[src/rtl/ep_csr_pkg.sv]
/*
  Package for the endpoint control and status block: register offsets, field positions,
  reset values, event record and the link answer encoding.
  Assumes a 32-bit APB slave with one aligned word per register.
*/
package ep_csr_pkg;
  // ************************************************************
  // Register map
  // ************************************************************
  localparam logic [7:0] HOST_EP0_CONTROL_STATUS_OFS = 8'h00;
  localparam logic [7:0] PERIPHERAL_TX_ENDPOINT_CONTROL_STATUS_OFS = 8'h04;
  localparam logic [7:0] CONFIG_OFS = 8'h08;
  localparam logic [15:0] CSR_RESET = 16'h0000;
  localparam logic [7:0] NAK_LIMIT_RESET = 8'h10;
  localparam logic [1:0] NO_RESPONSE_LIMIT = 2'h3;

  // ************************************************************
  // Host endpoint 0 field positions
  // ************************************************************
  localparam int H_RXRDY = 0;
  localparam int H_TXRDY = 1;
  localparam int H_STALL_RX = 2;
  localparam int H_SETUP = 3;
  localparam int H_ERROR = 4;
  localparam int H_INREQ = 5;
  localparam int H_STATUS = 6;
  localparam int H_NAKTO = 7;
  localparam int H_FLUSH = 8;
  localparam int H_TOG = 9;
  localparam int H_TOGWE = 10;
  localparam int H_SERVRX = 11;

  // ************************************************************
  // Peripheral transmit endpoint field positions
  // ************************************************************
  localparam int P_TXRDY = 0;
  localparam int P_NOTEMPTY = 1;
  localparam int P_UNDERRUN = 2;
  localparam int P_FLUSH = 3;
  localparam int P_SEND_STALL_A = 4;
  localparam int P_STALLSENT = 5;
  localparam int P_CLRTOG = 6;
  localparam int P_DMA_INTERRUPT_MODE = 10;
  localparam int P_FRCTOG = 11;
  localparam int P_DMA_REQUEST_ENABLE = 12;
  localparam int P_DIR = 13;
  localparam int P_ISO = 14;

  // Events reported by the link engine, one-cycle pulses.
  typedef struct packed {
    logic h_tx_done;
    logic h_rx_done;
    logic h_stall;
    logic h_nak;
    logic h_ack;
    logic h_timeout;
    logic p_in_token;
    logic p_tx_done;
    logic p_pkt_loaded;
    logic p_pkt_dropped;
  } link_evt_s;

  // What the host side must send next.
  typedef enum logic [1:0] {
    TOK_NONE,
    TOK_SETUP,
    TOK_OUT,
    TOK_IN
  } token_e;

  // Peripheral answer to an IN token.
  typedef enum logic [1:0] {
    ANS_NONE,
    ANS_DATA,
    ANS_STALL,
    ANS_NAK
  } answer_e;
endpackage : ep_csr_pkg

[src/rtl/usb_endpoint_control_status.sv]
/*
  Control and status bits for host endpoint 0 and a peripheral transmit endpoint,
  with an APB slave. Assumes a link engine that reports bus events as one-cycle
  pulses on link_evt and obeys the token, answer and flush outputs.
*/
// Design decisions made here: the register addresses and the APB slave port.
// Operation
// - Toggle write enable clears itself after one toggle write.
// - Toggle reads back live; writes take effect only with enable set.
// - Endpoint 0 flush drops a packet, clears ready flags, only if one set.
// - NAK reaching the limit halts endpoint 0 and sets timeout until cleared.
// - Status stage request forces DATA1 for that transaction.
// - In request issues IN; cleared when receive ready sets.
// - Three silent attempts set error and interrupt until cleared.
// - Setup bit with transmit ready selects SETUP token over OUT.
// - Received STALL sets stall received until software clears.
// - Transmit ready clears after sending and raises interrupt if enabled.
// - Received packet sets receive ready with interrupt; service bit clears it.
// - Iso bit selects isochronous, else bulk or interrupt handling.
// - Direction bit sets transmit or receive only for shared FIFO.
// - DMA request asserted only while DMA enable is set.
// - Force toggle switches toggle and drops packet after every send.
// - DMA mode zero interrupts per packet, one with DMA enable set keeps only error and receive interrupts.
// - Clear toggle write resets transmit toggle to zero.
// - Sent STALL sets flag, flushes FIFO, clears transmit ready.
// - Send stall answers IN with STALL unless isochronous.
// - Transmit flush resets pointer, clears ready, only when ready set.
// - IN while transmit ready clear sets underrun until cleared.
// - FIFO not empty flag set while a packet is held.
`timescale 1ns/10ps
module usb_endpoint_control_status
  import ep_csr_pkg::*;
#(
  parameter int NAK_W = 8,
  parameter bit SHARED_FIFO = 1'b1
) (
  input wire logic core_clk,
  input wire logic sys_rst,
  input wire logic clk_en,
  input wire logic psel,
  input wire logic penable,
  input wire logic pwrite,
  input wire logic [7:0] paddr,
  input wire logic [31:0] pwdata,
  output logic [31:0] prdata,
  output logic pready,
  output logic pslverr,
  input wire link_evt_s link_evt,
  output token_e host_token,
  output logic host_pid_data1,
  output logic host_flush,
  output answer_e peri_answer,
  output logic peri_pid_data1,
  output logic peri_is_iso,
  output logic peri_dir_tx,
  output logic peri_flush,
  output logic dma_req,
  output logic ep_irq
);
  // ************************************************************
  // APB decode
  // ************************************************************
  // Reads complete in the access cycle; the answer is a flop loaded at setup.
  wire setup_ph = psel && !penable && clk_en;
  wire wr_acc = psel && penable && pwrite && pready && clk_en;
  wire sel_h = paddr == HOST_EP0_CONTROL_STATUS_OFS;
  wire sel_p = paddr == PERIPHERAL_TX_ENDPOINT_CONTROL_STATUS_OFS;
  wire sel_c = paddr == CONFIG_OFS;
  wire mapped = sel_h || sel_p || sel_c;
  wire wr_h = wr_acc && sel_h;
  wire wr_p = wr_acc && sel_p;
  wire wr_c = wr_acc && sel_c;
  wire [15:0] wd = pwdata[15:0];

  // ************************************************************
  // Host endpoint 0 state
  // ************************************************************
  logic h_rxrdy_q, h_txrdy_q, h_stall_q, h_setup_q, h_err_q, h_inreq_q;
  logic h_status_q, h_nakto_q, h_tog_q;
  logic [NAK_W-1:0] nak_limit_q, nak_cnt_q;
  logic [1:0] try_cnt_q;
  logic p_txrdy_q, p_notempty_q, p_under_q, p_send_stall_a_q, p_stall_sent_q;
  logic p_dma_interrupt_mode_q, p_frctog_q, p_dma_request_enable_q, p_dir_q, p_iso_q, p_tog_q;
  logic [1:0] pkt_cnt_q;

  // Flush only acts while a ready flag stands.
  // flush qualify
  wire h_flush_go = wr_h && wd[H_FLUSH] && (h_txrdy_q || h_rxrdy_q);
  wire p_flush_go = wr_p && wd[P_FLUSH] && p_txrdy_q;
  wire stall_mode = p_send_stall_a_q && !p_iso_q;
  wire stall_sent_ev = link_evt.p_in_token && stall_mode;
  wire under_ev = link_evt.p_in_token && !stall_mode && !p_txrdy_q;
  wire nak_hit = link_evt.h_nak && (nak_cnt_q + NAK_W'(1) >= nak_limit_q);
  wire err_hit = link_evt.h_timeout && (try_cnt_q + 2'd1 == NO_RESPONSE_LIMIT);
  wire p_sent = link_evt.p_tx_done;
  wire p_drop = link_evt.p_pkt_dropped || (p_sent && p_frctog_q);
  wire h_halted = h_nakto_q || h_err_q || h_stall_q;

  // Host ready flags: hardware set wins over software clear.
  always_ff @(posedge core_clk or posedge sys_rst) begin
    if (sys_rst) begin
      h_rxrdy_q <= 1'b0;
      h_txrdy_q <= 1'b0;
      h_inreq_q <= 1'b0;
      h_setup_q <= 1'b0;
      h_status_q <= 1'b0;
    end else if (clk_en) begin
      // receive ready set and service clear
      h_rxrdy_q <= link_evt.h_rx_done || (h_rxrdy_q && !(wr_h && wd[H_SERVRX]) && !h_flush_go);
      h_txrdy_q <= (wr_h && wd[H_TXRDY]) ||
                   (h_txrdy_q && !link_evt.h_tx_done && !h_flush_go && !(wr_h && !wd[H_TXRDY]));
      h_inreq_q <= link_evt.h_rx_done ? 1'b0 : (wr_h ? wd[H_INREQ] : h_inreq_q);
      // setup select held with the write
      h_setup_q <= wr_h ? wd[H_SETUP] : h_setup_q;
      h_status_q <= wr_h ? wd[H_STATUS] : h_status_q;
    end
  end

  // Sticky host error flags: only a written zero clears them.
  always_ff @(posedge core_clk or posedge sys_rst) begin
    if (sys_rst) begin
      h_stall_q <= 1'b0;
      h_err_q <= 1'b0;
      h_nakto_q <= 1'b0;
    end else if (clk_en) begin
      h_stall_q <= link_evt.h_stall || (h_stall_q && !(wr_h && !wd[H_STALL_RX]));
      h_err_q <= err_hit || (h_err_q && !(wr_h && !wd[H_ERROR]));
      h_nakto_q <= nak_hit || (h_nakto_q && !(wr_h && !wd[H_NAKTO]));
    end
  end

  // Host counters for NAKs and silent attempts; ACK or received data restarts both, a NAK restarts the attempt count.
  always_ff @(posedge core_clk or posedge sys_rst) begin
    if (sys_rst) begin
      nak_cnt_q <= '0;
      try_cnt_q <= 2'd0;
      nak_limit_q <= NAK_W'(NAK_LIMIT_RESET);
    end else if (clk_en) begin
      if (link_evt.h_ack || link_evt.h_rx_done || nak_hit) begin
        nak_cnt_q <= '0;
      end else if (link_evt.h_nak) begin
        nak_cnt_q <= nak_cnt_q + NAK_W'(1);
      end
      if (link_evt.h_ack || link_evt.h_nak || link_evt.h_rx_done || err_hit) begin
        try_cnt_q <= 2'd0;
      end else if (link_evt.h_timeout) begin
        try_cnt_q <= try_cnt_q + 2'd1;
      end
      if (wr_c) begin
        nak_limit_q <= NAK_W'(pwdata[7:0]);
      end
    end
  end

  // Host toggle: a write lands only when the enable rides in the same write.
  // The enable is never stored, so a later unrelated write cannot disturb the toggle.
  always_ff @(posedge core_clk or posedge sys_rst) begin
    if (sys_rst) begin
      h_tog_q <= 1'b0;
    end else if (clk_en) begin
      // one-shot enable, spent by its own write
      if (wr_h && wd[H_TOGWE]) begin
        h_tog_q <= wd[H_TOG];
      end else if (wr_h && wd[H_STATUS]) begin
        h_tog_q <= 1'b1;
      end else if (link_evt.h_ack || link_evt.h_rx_done) begin
        h_tog_q <= !h_tog_q;
      end
    end
  end

  // ************************************************************
  // Peripheral transmit endpoint state
  // ************************************************************
  // Configuration bits are plain read and write.
  always_ff @(posedge core_clk or posedge sys_rst) begin
    if (sys_rst) begin
      p_dma_interrupt_mode_q <= 1'b0;
      p_frctog_q <= 1'b0;
      p_dma_request_enable_q <= 1'b0;
      p_dir_q <= 1'b0;
      p_iso_q <= 1'b0;
      p_send_stall_a_q <= 1'b0;
    end else if (clk_en && wr_p) begin
      p_dma_interrupt_mode_q <= wd[P_DMA_INTERRUPT_MODE];
      p_frctog_q <= wd[P_FRCTOG];
      p_dma_request_enable_q <= wd[P_DMA_REQUEST_ENABLE];
      p_dir_q <= wd[P_DIR];
      p_iso_q <= wd[P_ISO];
      p_send_stall_a_q <= wd[P_SEND_STALL_A];
    end
  end

  // Peripheral flags and packet count; events win over software, except clear toggle and a transmit ready set in a send cycle.
  always_ff @(posedge core_clk or posedge sys_rst) begin
    if (sys_rst) begin
      p_txrdy_q <= 1'b0;
      p_under_q <= 1'b0;
      p_stall_sent_q <= 1'b0;
      p_tog_q <= 1'b0;
      pkt_cnt_q <= 2'd0;
    end else if (clk_en) begin
      // transmit ready cleared on stall or flush
      p_txrdy_q <= (wr_p && wd[P_TXRDY] && !stall_sent_ev) ||
                   (p_txrdy_q && !p_sent && !stall_sent_ev && !p_flush_go);
      p_under_q <= under_ev || (p_under_q && !(wr_p && !wd[P_UNDERRUN]));
      p_stall_sent_q <= stall_sent_ev || (p_stall_sent_q && !(wr_p && !wd[P_STALLSENT]));
      if (wr_p && wd[P_CLRTOG]) begin
        p_tog_q <= 1'b0;
      end else if (link_evt.p_pkt_dropped || p_drop) begin
        // toggle switches with or without ACK
        p_tog_q <= !p_tog_q;
      end
      // packet count, cleared by stall, decremented by flush or drop
      if (stall_sent_ev) begin
        pkt_cnt_q <= 2'd0;
      end else if (link_evt.p_pkt_loaded && !(p_drop || p_flush_go)) begin
        pkt_cnt_q <= (pkt_cnt_q == 2'd3) ? pkt_cnt_q : pkt_cnt_q + 2'd1;
      end else if (!link_evt.p_pkt_loaded && (p_drop || p_flush_go) && pkt_cnt_q != 2'd0) begin
        pkt_cnt_q <= pkt_cnt_q - 2'd1;
      end
    end
  end

  assign p_notempty_q = pkt_cnt_q != 2'd0;

  // ************************************************************
  // Link side outputs
  // ************************************************************
  token_e tok_d;
  answer_e ans_d;
  assign tok_d = h_halted ? TOK_NONE :
                 h_txrdy_q ? (h_setup_q ? TOK_SETUP : TOK_OUT) :
                 h_inreq_q ? TOK_IN : TOK_NONE;
  assign ans_d = stall_mode ? ANS_STALL : (p_txrdy_q ? ANS_DATA : (p_iso_q ? ANS_NONE : ANS_NAK));
  wire pkt_irq = (p_sent || link_evt.h_tx_done) && !(p_dma_request_enable_q && p_dma_interrupt_mode_q);
  wire err_irq = err_hit || stall_sent_ev || under_ev || nak_hit;
  // direction only counts on a shared FIFO
  wire p_dir_q_eff = SHARED_FIFO ? p_dir_q : 1'b1;
  wire dma_d = p_dma_request_enable_q && p_dir_q_eff && !p_txrdy_q && pkt_cnt_q != 2'd3;

  always_ff @(posedge core_clk or posedge sys_rst) begin
    if (sys_rst) begin
      host_token <= TOK_NONE;
      host_pid_data1 <= 1'b0;
      host_flush <= 1'b0;
      peri_answer <= ANS_NONE;
      peri_pid_data1 <= 1'b0;
      peri_is_iso <= 1'b0;
      peri_dir_tx <= 1'b1;
      peri_flush <= 1'b0;
      dma_req <= 1'b0;
      ep_irq <= 1'b0;
    end else if (clk_en) begin
      host_token <= tok_d;
      host_pid_data1 <= h_tog_q;
      host_flush <= h_flush_go;
      peri_answer <= ans_d;
      peri_pid_data1 <= p_tog_q;
      peri_is_iso <= p_iso_q;
      peri_dir_tx <= p_dir_q_eff;
      peri_flush <= p_flush_go || stall_sent_ev;
      dma_req <= dma_d;
      ep_irq <= pkt_irq || err_irq || link_evt.h_rx_done;
    end
  end

  // ************************************************************
  // APB read path
  // ************************************************************
  logic [15:0] rd_h, rd_p;
  assign rd_h = {5'h00, 1'b0, h_tog_q, 1'b0, h_nakto_q, h_status_q, h_inreq_q,
                 h_err_q, h_setup_q, h_stall_q, h_txrdy_q, h_rxrdy_q};
  assign rd_p = {1'b0, p_iso_q, p_dir_q, p_dma_request_enable_q, p_frctog_q, p_dma_interrupt_mode_q, 3'h0,
                 1'b0, p_stall_sent_q, p_send_stall_a_q, 1'b0, p_under_q, p_notempty_q, p_txrdy_q};
  wire [31:0] rd_mux = sel_h ? {16'h0000, rd_h} : sel_p ? {16'h0000, rd_p} :
                       sel_c ? {24'h000000, 8'(nak_limit_q)} : 32'h0000_0000;

  always_ff @(posedge core_clk or posedge sys_rst) begin
    if (sys_rst) begin
      prdata <= 32'h0000_0000;
      pready <= 1'b0;
      pslverr <= 1'b0;
    end else if (clk_en) begin
      pready <= setup_ph;
      pslverr <= setup_ph && !mapped;
      prdata <= setup_ph ? rd_mux : prdata;
    end
  end
endmodule : usb_endpoint_control_status

[config.mk]
export PLATFORM = sky130hd
export DESIGN_NAME = usb_endpoint_control_status
export DESIGN_NICKNAME = d
export VERILOG_FILES = /design/src/rtl/ep_csr_pkg.sv /design/src/rtl/usb_endpoint_control_status.sv
export SDC_FILE = /design/constraint.sdc
export NUM_CORES = 1
export LEC_CHECK = 0
export BUFFER_PORTS_ARGS = -buffer_cell sky130_fd_sc_hd__buf_2
export CAP_MARGIN = 20
export CORE_ASPECT_RATIO = 0.8
export CORE_UTILIZATION = 50
export CTS_CLUSTER_DIAMETER = 120
export DETAILED_ROUTE_END_ITERATION = 6
export GPL_ROUTABILITY_DRIVEN = 0
export PLACE_DENSITY = 0.86
export RECOVER_POWER = 100
export SLEW_MARGIN = 40
export SYNTH_ARGS = -nofsm -noshare
export SYNTH_HDL_FRONTEND = slang
export SYNTH_SLANG_ARGS = --single-unit
[constraint.sdc]
create_clock -name core_clk -period 6.6 [get_ports core_clk]
set_clock_uncertainty 0.05 [all_clocks]
set_input_delay 1.32 -clock core_clk [delete_from_list [all_inputs] [get_ports core_clk]]
set_output_delay 1.32 -clock core_clk [all_outputs]
set_load 0.02 [all_outputs]
==> impl_metrics.ini <==
[synthesis]
syn_avg_cell_area_um2 = 9.71
ys_seq_elements = 67
syn_area_mm2 = 0.00354
ys_types = 53
yosys_warnings = 0
synth_cells = 364
async_flop_share_pct = 100
synth-edff-count = 0
ys_seq_area_share_pct = 47.5
synthFlopType = dfrtp_1

[clock_network]
cts_max_level = 3
clockBufferDepth = 2
cts_resized = 0
hold_buffers = 0
clock_sinks = 67
cts_tree = done
cts_made_buffers = 9
cts_root_buffer = clkbuf_8
clock_latency_ns = 0.35
clkTransAtPathRegs_ns = 0.07
post_cts_buffers = 0

[floorplan]
die_h_um = 77.2
ios = 102
die_area_mm2 = 0.00741
initial_core_util_pct = 51.6
num_rows = 27
core_area_mm2 = 0.00686
dieWidth_um = 96.0

[drt]
drtPass1Iterations = 5
wl_met1_um = 3830
drc_errors = 0
drt-vias-per-instance = 5.66
wl_met2_um = 3720
vias = 2945
wl_met3_um = 623
drt-initial-drc-count = 290
wl_per_cell_um = 15.9
top_layer = met4
routed_wl_um = 8290
ant_nets = 0

[timing]
rsz0062_at_grt = no
fmax_mhz = 225
min_period_over_period_pct = 67.3
timing.hold.ws_ns = 0.438
min_period_ns = 4.44
max_slew_margin_pct = -131
setup_tns_ns = 0
worst_pin_slew_ns = 3.46
hold_viol = 0
fin_ws_ns = 2.16
setup_viol = 0
slew_violations = 110

[power]
power_density_mw_per_mm2 = 222
vdd_drop_max_v = 0.000156
leakage_uw = 0.00186

[place]
placement.io_buffers = 66
dp_worst_setup_slack_ns = 2.95
hpwlAfterDp_um = 6150

[layout]
antenna_cells = 0
mostFrequentLayoutCell = dfrtp_1
syn_to_final_growth_pct = 12.6
layout.cells.most_common_list = dfrtp_1, nand2_1, o21ai_0, buf_2, clkbuf_1
fill_cells = 621
regArea_mm2 = 0.00168
nets = 494
drive_gt1_share_pct = 17.3
multi_input_area_mm2 = 0.00161

[setup_path]
startpoint_type = primary input
path_class = in2reg
path_max_fanout = 41
slowest_stage = clkbuf_1
arrival_ns = 4.63
crit_path_max_incr_delay_ns = 1.18
required_ns = 6.79
cp_cell_sequence = clkbuf_1 > nand2_1 > or2_0 > nor3_1 > mux2_2
cp-end-kind = flop

[global_routing]
grt_max_degree = 68
grt.total_usage_pct = 24.4
grt_remaining_overflow = 0
antenna_found_initial = 0
grt_pass1_vias = 2757
grt_pass1_wl_um = 13500

[outcome]
status = complete, but fails checks
violations = max-capacitance violations, max-slew violations

[run]
maxCapViolations = 2

[worst_hold_path]
min_path_type = reg2reg
-- synth_stat cells (3+ instances only) --
cell type  count  area share (%)
o21bai_1       3            0.64
a21oi_1       12             1.7
nand3b_1       4            0.85
or2_2          3            0.53
buf_2          5            0.71
o211ai_1       4            0.85
a22o_1         5             1.2
o21ai_0       36             5.1
mux2i_1        7             2.0
xor2_1         4            0.99
o22ai_1        4            0.71
nand2b_1       5            0.88
a22oi_1        3            0.64
clkbuf_1       7            0.74
nand3_1       11             1.6
dfrtp_1       65              46
o21ai_1        3            0.42
ha_1          10             3.5
nand4_1        3            0.53
buf_4         18             3.8
mux2_2        14             4.5
nand2_1       51             5.4
inv_1         24             2.5
nor2_1        17             1.8
xnor2_1        3            0.74
a32o_1         6             1.7
-- state kept, by name (all words and copies together) (netlist names), 2 cells and up --
name and cells:
host_token 2, peri_answer 2, nak_cnt_q 8, nak_limit_q 8, prdata 14, pkt_cnt_q 2
try_cnt_q 2
-- metrics by stage --
stage	utilization, %	cell area (um2)	instances	total power [uW]
detailed placement	56.1	3850	504	557
global placement	56.1	3850	504	552
finish	58.0	3980	520	884
CTS	58.9	4040	520	891
floorplan	-	3600	381	525
global route	58.0	3980	520	924
-- path summary, 6_finish.rpt --
| path | from | end | slack [ns] | cells past startpoint |
|---|---|---|---|---|
| worst max register to register | nak_cnt_q[0]$_DFFE_PP0P_ | nak_cnt_q[5]$_DFFE_PP0P_ | 3.57 | 10 |
| max in group asynchronous | sys_rst | prdata[2]$_DFFE_PP0P_ | 2.31 | 3 |
| worst max-delay path | clk_en | nak_limit_q[0]$_DFFE_PP0P_ | 2.16 | 5 |
| worst min register to register | prdata[2]$_DFFE_PP0P_ | prdata[2]$_DFFE_PP0P_ | 0.44 | 2 |
| min in group asynchronous | sys_rst | nak_cnt_q[4]$_DFFE_PP0P_ | 2.24 | 3 |
| worst min-delay path | prdata[2]$_DFFE_PP0P_ | prdata[2]$_DFFE_PP0P_ | 0.44 | 2 |
-- where the power goes --
| group | leakage (uW) | switching [uW] | internal [uW] |
|---|---|---|---|
| Combinational | 0.000918 | 67.6 | 36.2 |
| Clock | 0.0000950 | 164 | 173 |
| Sequential | 0.000851 | 15.0 | 428 |
| Total | 0.00186 | 247 | 637 |
-- critical path, delay by kind of cell --
family | cells | cell delay [ns]
buf+inv | 1 | 1.18
mux | 1 | 0.42
simple gates | 3 | 1.69
-- logic make-up after synthesis --
group | count (synthesis) | synth area share [%]
AOI/OAI and AO/OA | 91 | 16.7
DFF | 67 | 47.5
other | 1 | 0.106
and+or+nand+nor | 112 | 15.8
muxes | 21 | 6.44
xor gates and xnor gates | 7 | 1.73
adders and majority gates | 10 | 3.54
buffers and inverters | 55 | 8.14
-- area by class of cell --
type	count	share of cell area [%]
well taps	87	2.73
clock inverters	7	1.73
clock buffers	9	3.11
flip-flops and latches	67	42.2
repair buffers	67	7.48
inverters	24	2.26
multi-input cells	259	40.5
-- per-layer routing --
layer  global-route usage (%)  vias to the layer above
li1                         -                     1377
met1                     34.9                     1425
met2                     35.0                      133
met3                     8.13                       10
met4                     7.01                        0
met5                        0                        -
(Power assumes the default switching activity.)
